File: src/pkg/serdes_rx_consts.svh
`ifndef SERDES_RX_CONSTS_SVH
`define SERDES_RX_CONSTS_SVH

// ****************************************************************
// clock and line timing
// ****************************************************************
`define CLK_MHZ            40
`define BIT_CYCLES         2'h3
`define BIT_SAMPLE_PHASE   2'h2
`define REF_TIMEOUT_NS     1000
`define REF_TIMEOUT_CYCLES (((`REF_TIMEOUT_NS) * (`CLK_MHZ)) / 1000)
`define REF_CNT_W          8

// ****************************************************************
// word framing
// ****************************************************************
`define WORD_BITS          12
`define DATA_BITS          10
`define FRAME_START_POS    11
`define FRAME_STOP_POS     0
`define WORD_LAST_BIT      4'hb
`define RCLK_HIGH_BITS     4'h6

// ****************************************************************
// lock detection
// ****************************************************************
`define LOSS_WORDS         3'h4
`define RANDOM_LOCK_WORDS  4'h8

// ****************************************************************
// synchronised pin positions
// ****************************************************************
`define PIN_COUNT          6
`define PIN_POS            0
`define PIN_NEG            1
`define PIN_REF            2
`define PIN_SLEEP_N        3
`define PIN_OE             4
`define PIN_EDGE_SEL       5

`endif

File: src/pkg/serdes_rx_pkg.sv
`default_nettype none

package serdes_rx_pkg;

  // ****************************************************************
  // lock state machine
  // ****************************************************************
  typedef enum logic [2:0] {
    ST_SLEEP  = 3'b001,
    ST_HUNT   = 3'b010,
    ST_LOCKED = 3'b100
  } lock_state_t;

endpackage : serdes_rx_pkg

`default_nettype wire

File: src/word_framer.sv
`include "serdes_rx_consts.svh"
`default_nettype none

module word_framer (
  input  wire logic [`WORD_BITS-1:0] frame,
  output logic                       frame_ok,
  output logic                       sync_seen,
  output logic [`DATA_BITS-1:0]      word
);

  // ****************************************************************
  // sync pattern: one run of ones from bit 0 then zeros to bit 9
  // ****************************************************************
  function automatic logic is_step(input logic [`DATA_BITS-1:0] w);
    logic ok;
    ok = w[0] & ~w[`DATA_BITS-1];
    for (int i = 0; i < `DATA_BITS - 1; i++) begin
      if (!w[i] && w[i+1]) begin
        ok = 1'b0;
      end
    end
    return ok;
  endfunction : is_step

  // oldest bit sits at the top, so data bit 0 follows the start bit
  genvar g;
  generate
    for (g = 0; g < `DATA_BITS; g++) begin : g_unpack
      assign word[g] = frame[`FRAME_START_POS-1-g];
    end
  endgenerate

  // high clock bit, ten data bits, low clock bit
  assign frame_ok  = frame[`FRAME_START_POS] & ~frame[`FRAME_STOP_POS];
  assign sync_seen = frame_ok & is_step(word);

endmodule : word_framer

`default_nettype wire

File: src/serial_link_deserializer_lock.sv
`include "serdes_rx_consts.svh"
`default_nettype none

module serial_link_deserializer_lock (
  input  wire logic                  clk,
  input  wire logic                  rst,
  input  wire logic                  serial_in_pos,
  input  wire logic                  serial_in_neg,
  input  wire logic                  local_reference_clock,
  input  wire logic                  sleep_n,
  input  wire logic                  output_enable,
  input  wire logic                  strobe_edge_select,
  output logic [`DATA_BITS-1:0]      word_out,
  output logic                       word_out_oe,
  output logic                       recovered_clock,
  output logic                       recovered_clock_oe,
  output logic                       unlocked,
  output logic                       unlocked_oe
);

  // ****************************************************************
  // pin synchronisers
  // ****************************************************************
  wire  [`PIN_COUNT-1:0] pin_raw;
  wire  [`PIN_COUNT-1:0] pin_f;

  assign pin_raw = {strobe_edge_select, output_enable, sleep_n,
                    local_reference_clock, serial_in_neg, serial_in_pos};

  // a change is taken only once stages two and three agree
  genvar g;
  generate
    for (g = 0; g < `PIN_COUNT; g++) begin : g_pin
      logic s1;
      logic s2;
      logic s3;
      logic f;
      always_ff @(posedge clk or posedge rst) begin
        if (rst) begin
          s1 <= 1'b0;
          s2 <= 1'b0;
          s3 <= 1'b0;
          f  <= 1'b0;
        end else begin
          s1 <= pin_raw[g];
          s2 <= s1;
          s3 <= s2;
          if (s2 == s3) begin
            f <= s3;
          end
        end
      end
      assign pin_f[g] = f;
    end
  endgenerate

  logic awake;
  logic out_en;
  logic rise_sel;

  assign awake    = pin_f[`PIN_SLEEP_N];
  assign out_en   = pin_f[`PIN_OE];
  assign rise_sel = pin_f[`PIN_EDGE_SEL];

  // ****************************************************************
  // reference clock activity
  // ****************************************************************
  logic                  ref_prev;
  logic [`REF_CNT_W-1:0] ref_idle;
  logic                  ref_alive;

  // a stalled reference would let the loop free-run onto noise
  always_ff @(posedge clk or posedge rst) begin
    if (rst) begin
      ref_prev <= 1'b0;
      ref_idle <= '0;
    end else begin
      ref_prev <= pin_f[`PIN_REF];
      if (ref_prev != pin_f[`PIN_REF]) begin
        ref_idle <= '0;
      end else if (ref_idle != `REF_CNT_W'(`REF_TIMEOUT_CYCLES)) begin
        ref_idle <= ref_idle + `REF_CNT_W'(1);
      end
    end
  end

  assign ref_alive = (ref_idle != `REF_CNT_W'(`REF_TIMEOUT_CYCLES));

  // ****************************************************************
  // bit recovery loop
  // ****************************************************************
  serdes_rx_pkg::lock_state_t state;
  serdes_rx_pkg::lock_state_t next_state;

  logic                  line_bit;
  logic                  line_prev;
  logic [1:0]            phase;
  logic                  bit_done;
  logic [`WORD_BITS-1:0] shreg;

  // equal legs carry no information, so the last bit is kept
  always_ff @(posedge clk or posedge rst) begin
    if (rst) begin
      line_bit <= 1'b0;
    end else if (pin_f[`PIN_POS] != pin_f[`PIN_NEG]) begin
      line_bit <= pin_f[`PIN_POS];
    end
  end

  // each line edge recentres the sampling phase
  always_ff @(posedge clk or posedge rst) begin
    if (rst) begin
      line_prev <= 1'b0;
      phase     <= 2'h0;
      bit_done  <= 1'b0;
      shreg     <= '0;
    end else if (state == serdes_rx_pkg::ST_SLEEP) begin
      line_prev <= line_bit;
      phase     <= 2'h0;
      bit_done  <= 1'b0;
    end else begin
      line_prev <= line_bit;
      if (line_bit != line_prev || phase == `BIT_CYCLES) begin
        phase <= 2'h0;
      end else begin
        phase <= phase + 2'h1;
      end
      bit_done <= (phase == `BIT_SAMPLE_PHASE);
      if (phase == `BIT_SAMPLE_PHASE) begin
        shreg <= {shreg[`WORD_BITS-2:0], line_bit};
      end
    end
  end

  logic                  frame_ok;
  logic                  sync_seen;
  logic [`DATA_BITS-1:0] frame_word;

  word_framer u_framer (
    .frame     (shreg),
    .frame_ok  (frame_ok),
    .sync_seen (sync_seen),
    .word      (frame_word)
  );

  // ****************************************************************
  // lock state machine
  // ****************************************************************
  logic [3:0] bitcnt;
  logic [3:0] good_cnt;
  logic [2:0] bad_cnt;
  logic [3:0] next_bitcnt;
  logic [3:0] next_good_cnt;
  logic [2:0] next_bad_cnt;
  logic       word_end;

  always_comb begin
    next_state    = state;
    next_bitcnt   = bitcnt;
    next_good_cnt = good_cnt;
    next_bad_cnt  = bad_cnt;
    word_end      = 1'b0;
    case (state)
      serdes_rx_pkg::ST_SLEEP: begin
        next_bitcnt   = 4'h0;
        next_good_cnt = 4'h0;
        next_bad_cnt  = 3'h0;
        next_state    = serdes_rx_pkg::ST_HUNT;
      end
      serdes_rx_pkg::ST_HUNT: begin
        if (bit_done) begin
          if (!ref_alive) begin
            next_good_cnt = 4'h0;
          end else if (good_cnt == 4'h0 || bitcnt == `WORD_LAST_BIT) begin
            next_bitcnt = 4'h0;
            if (!frame_ok) begin
              next_good_cnt = 4'h0;
            end else if (sync_seen ||
                         good_cnt == `RANDOM_LOCK_WORDS - 4'h1) begin
              // sync pattern locks at once, random data after a run
              next_state    = serdes_rx_pkg::ST_LOCKED;
              next_good_cnt = 4'h0;
              next_bad_cnt  = 3'h0;
            end else begin
              next_good_cnt = good_cnt + 4'h1;
            end
          end else begin
            next_bitcnt = bitcnt + 4'h1;
          end
        end
      end
      serdes_rx_pkg::ST_LOCKED: begin
        if (!ref_alive) begin
          next_state = serdes_rx_pkg::ST_HUNT;
        end else if (bit_done) begin
          if (bitcnt == `WORD_LAST_BIT) begin
            next_bitcnt = 4'h0;
            word_end    = 1'b1;
            if (frame_ok) begin
              next_bad_cnt = 3'h0;
            end else if (bad_cnt == `LOSS_WORDS - 3'h1) begin
              next_state   = serdes_rx_pkg::ST_HUNT;
              next_bad_cnt = 3'h0;
            end else begin
              next_bad_cnt = bad_cnt + 3'h1;
            end
          end else begin
            next_bitcnt = bitcnt + 4'h1;
          end
        end
      end
      default: begin
        next_state = serdes_rx_pkg::ST_SLEEP;
      end
    endcase
    if (!awake) begin
      next_state = serdes_rx_pkg::ST_SLEEP;
    end
  end

  always_ff @(posedge clk or posedge rst) begin
    if (rst) begin
      state    <= serdes_rx_pkg::ST_SLEEP;
      bitcnt   <= 4'h0;
      good_cnt <= 4'h0;
      bad_cnt  <= 3'h0;
    end else begin
      state    <= next_state;
      bitcnt   <= next_bitcnt;
      good_cnt <= next_good_cnt;
      bad_cnt  <= next_bad_cnt;
    end
  end

  // ****************************************************************
  // parallel word and recovered clock
  // ****************************************************************
  logic                  next_locked;
  logic                  next_rclk;
  logic [`DATA_BITS-1:0] held_word;

  assign next_locked = (next_state == serdes_rx_pkg::ST_LOCKED);
  // high for the first half of each word, so one cycle per word
  assign next_rclk   = next_locked && (next_bitcnt < `RCLK_HIGH_BITS);

  // words during the first three bad ones still pass; they may be corrupt
  always_ff @(posedge clk or posedge rst) begin
    if (rst) begin
      held_word <= '0;
    end else if (word_end) begin
      held_word <= frame_word;
    end
  end

  // data changes on the inactive edge so it is stable at the active one
  always_ff @(posedge clk or posedge rst) begin
    if (rst) begin
      word_out <= '0;
    end else if (!rise_sel && word_end) begin
      word_out <= frame_word;
    end else if (rise_sel && recovered_clock && !next_rclk &&
                 next_locked) begin
      word_out <= held_word;
    end
  end

  always_ff @(posedge clk or posedge rst) begin
    if (rst) begin
      recovered_clock <= 1'b0;
    end else begin
      recovered_clock <= next_rclk;
    end
  end

  // ****************************************************************
  // output drive and lock indicator
  // ****************************************************************
  always_ff @(posedge clk or posedge rst) begin
    if (rst) begin
      unlocked    <= 1'b1;
      unlocked_oe <= 1'b0;
    end else begin
      unlocked    <= !next_locked;
      unlocked_oe <= awake;
    end
  end

  // floating until locked also covers the power-up case
  always_ff @(posedge clk or posedge rst) begin
    if (rst) begin
      word_out_oe        <= 1'b0;
      recovered_clock_oe <= 1'b0;
    end else begin
      word_out_oe        <= awake && out_en && next_locked;
      recovered_clock_oe <= awake && out_en && next_locked;
    end
  end

endmodule : serial_link_deserializer_lock

`default_nettype wire

File: config.mk
export PLATFORM = sky130hd
export DESIGN_NAME = serial_link_deserializer_lock
export DESIGN_NICKNAME = d
export VERILOG_FILES = /design/src/pkg/serdes_rx_pkg.sv /design/src/word_framer.sv /design/src/serial_link_deserializer_lock.sv
export VERILOG_INCLUDE_DIRS = /design/src /design/src/pkg
export SDC_FILE = /design/constraint.sdc
export NUM_CORES = 1
export LEC_CHECK = 0
export BUFFER_PORTS_ARGS = -buffer_cell sky130_fd_sc_hd__buf_2
export CAP_MARGIN = 15
export CORE_MARGIN = 2
export CORE_UTILIZATION = 39
export CTS_BUF_LIST = sky130_fd_sc_hd__clkbuf_4
export DETAILED_ROUTE_END_ITERATION = 8
export GPL_ROUTABILITY_DRIVEN = 0
export SYNTH_ARGS = -nofsm -noshare
export SYNTH_HDL_FRONTEND = slang
export SYNTH_SLANG_ARGS = --single-unit
export TNS_END_PERCENT = 100
File: constraint.sdc
create_clock -name clk -period 2.28 [get_ports clk]
set_input_delay 0.228 -clock clk [delete_from_list [all_inputs] [get_ports clk]]
set_output_delay 0.228 -clock clk [all_outputs]
set_load 0.05 [all_outputs]
==> results_dict.tcl <==
set metrics [dict create \
    hold_violations 0 \
    cp_num_buf_inv 1 \
    final_common_cell "dfrtp_1" \
    ant_nets 0 \
    antenna_found_initial 0 \
    clock_sinks 88 \
    start_util 0.398 \
    syn_avg_cell_area_um2 11.2 \
    dp_hpwl_um 5570 \
    htree_levels 3 \
    yosys.area_share.simple 0.166 \
    grt_max_degree 57 \
    async_flop_share 1.00 \
    fin_crit_ns 2.50 \
    synth_top_family_by_area "simple AND/OR/NAND/NOR gates" \
    via_count 2842 \
    layout-drive-gt1-share 0.333 \
    p_per_area_nw_per_um2 677 \
    ioPinCount 23 \
    clkTransAtPathRegs_ns 0.14 \
    holdCritPathClass "flop to flop" \
    skew_ns 0.0147 \
    synth_edf_count 0 \
    die_y_um 103 \
    ir_worst_vdd_v 0.000278 \
    multi_input_area_um2 1610 \
    fill_cells 874 \
    worstPathMaxFanout 6 \
    clock_path_buffers 2 \
    drv_cap 0 \
    synthAdderAreaFrac 0.0442 \
    pre_cts_slack_ns -0.231 \
    syn_area_um2 3850 \
    numCtsBuffers 9 \
    max_stage_delay_ns 0.53 \
    final_cell_mix "dfrtp_1 (85), buf_4 (63), nand2_1 (42)" \
    die_area_um2 10700 \
    period_share 1.10 \
    cts_tree "built" \
    seqCellArea_um2 2210 \
    criticalPathCategory "flop to flop" \
    area_growth_pct 28.2 \
    drt-initial-drc-count 135 \
    tightestPinTransition_ns 0.630 \
    start_kind "flop" \
    worstPathCellList "ha_2 > and3b_2 > or4_4 > a211oi_2 > a221oi_2 > a21bo_2 > buf_6 > a21oi_1 > a221o_1" \
    dr.pass1.iters 4 \
    dp_cells 548 \
    wl_per_cell_um 14.1 \
    ys_types 60 \
    finalSetupViolCount 10 \
    ys_ff_latch 88 \
    instances_no_fill 577 \
    rsz0062_at_grt "true" \
    crit_slowest_cell "or4_4" \
    syn_inst 345 \
    cp-end-kind "flop" \
    cp_data_required_time_ns 2.60 \
    outcome "finished with violations" \
    total_leakage_power_nw 2.40 \
    critical-path-top-delay-family "compound AO/OA/AOI/OAI gates" \
    row_count 36 \
    grt_overflow_total 0 \
    synth_top_flop_cell "dfrtp_1" \
    routed_wl_um 8110 \
    drc 0 \
    clkLatencyLatePin_ns 0.43 \
    worstPathArrival_ns 2.81 \
    muxShareOfSynthArea 0.0234 \
    yosysSeqAreaShare 0.572 \
    drv_slew 0 \
    violations "negative setup slack" \
    setup_ws_ns -0.217 \
    die_w_um 103 \
    io_buffers 22 \
    track_usage 0.170 \
    synth_nets 361 \
    viasPerCell 4.93 \
    synth_compound_area_frac 0.136 \
    grt_pass1_wl_um 13900 \
    n_antenna_cell 0 \
    synth_xor_area_frac 0.0227 \
    grt_pass1_vias 2792 \
    relSlewSlack 0.579 \
    synth_warnings 0 \
    cts_root_buf "clkbuf_4" \
    nets 456 \
    max_freq_mhz 400 \
    core_um2 9680 \
]
per-layer routing:
layer | vias to the layer above | routed length (um) | track usage | share of wire
li1 | 1396 | - | - | -
met1 | 1395 | 3850 | 0.241 | 0.47
met2 | 43 | 3840 | 0.254 | 0.47
met3 | 8 | 305 | 0.0444 | 0.038
met4 | 0 | 119 | 0.0597 | 0.015
met5 | - | 0 | 0 | 0
per-stage QoR:
stage / setup TNS (ns) / hold slack, ns / area (um^2) / utilization / power (W)
floorplan: -0.548 / 0.259 / 3870 / - / 0.00208
global placement: -3.39 / 0.315 / 4560 / 0.471 / 0.00232
detailed placement: -2.61 / 0.326 / 4560 / 0.471 / 0.00234
CTS: -1.86 / 0.366 / 4840 / 0.500 / 0.00334
global route: -3.68 / 0.376 / 4940 / 0.510 / 0.00355
finish: -2.01 / 0.361 / 4940 / 0.510 / 0.00334
worst register-to-register path: stages (launching register included):
cell      delay, ns
dfrtp_1        0.41
ha_2           0.20
and3b_2        0.25
or4_4          0.53
a211oi_2       0.19
a221oi_2       0.06
a21bo_2        0.24
buf_6          0.14
a21oi_1        0.08
a221o_1        0.27
report_power, final:
group / leakage, nW / internal, W / switching, W
combinational: 1.17 / 0.000306 / 0.000308
clock: 0.0836 / 0.000477 / 0.000502
sequential: 1.15 / 0.00167 / 0.0000839
logic make-up (layout without fill, tap and decap cells):
group / Yosys count / count (layout)
fa+ha+maj: 15 / 15
buf+inv: 27 / 126
compound gates: 78 / 78
xor+xnor: 10 / 10
mux: 8 / 8
flops: 88 / 88
simple gates: 119 / 119
area by class of cell:
| type | instances | share of cell area |
|---|---|---|
| timing repair buffer | 97 | 0.149 |
| multi-input combinational | 230 | 0.327 |
| sequential | 88 | 0.447 |
| clock buffer | 12 | 0.0183 |
| clock inverter | 3 | 0.0137 |
| tap | 133 | 0.0337 |
| inverter | 14 | 0.0114 |
synthesized netlist by cell type, types with 7 or more instances:
library cell	count	share of area
maj3_1	7	0.018
inv_1	14	0.014
a21oi_1	19	0.025
xor2_1	7	0.016
dfrtp_1	86	0.56
ha_1	8	0.026
mux2_2	8	0.023
a221o_1	10	0.026
o21ai_0	25	0.032
nand2_1	43	0.042
nor2b_1	10	0.016
nand3_1	10	0.013
nor2_1	21	0.020
timing repair:
action                                  4_1_cts  5_1_grt
resized for setup                             9       15
hold endpoints to repair                     92        0
hold buffers                                  7        0
endpoints found under the setup margin       15       18
pin swaps                                     0        0
setup buffers                                 2        3
cloned                                        1        1
registers in the layout (all words and copies together), names as in the netlist, 2 cells and up:
name	count
shreg	12
held_word	10
word_out	10
ref_idle	8
g_pin.s1	6
g_pin.s2	6
g_pin.s3	6
g_pin.f	5
bitcnt	4
good_cnt	4
bad_cnt	3
state	3
phase	2
final timing paths:
kind | startpoint | endpoint | slack, ns | depth (start not counted)
max | bitcnt[1] | word_out[4] | -0.22 | 9
min | g_pin[3].s1 | g_pin[3].s2 | 0.36 | 0
max reg2reg | bitcnt[1] | word_out[4] | -0.22 | 9
min reg2reg | g_pin[3].s1 | g_pin[3].s2 | 0.36 | 0
max in group asynchronous | rst | state[1] | 1.58 | 4
min in group asynchronous | rst | bitcnt[2] | 0.41 | 4
Note: power is estimated with default switching activity, not from simulation.
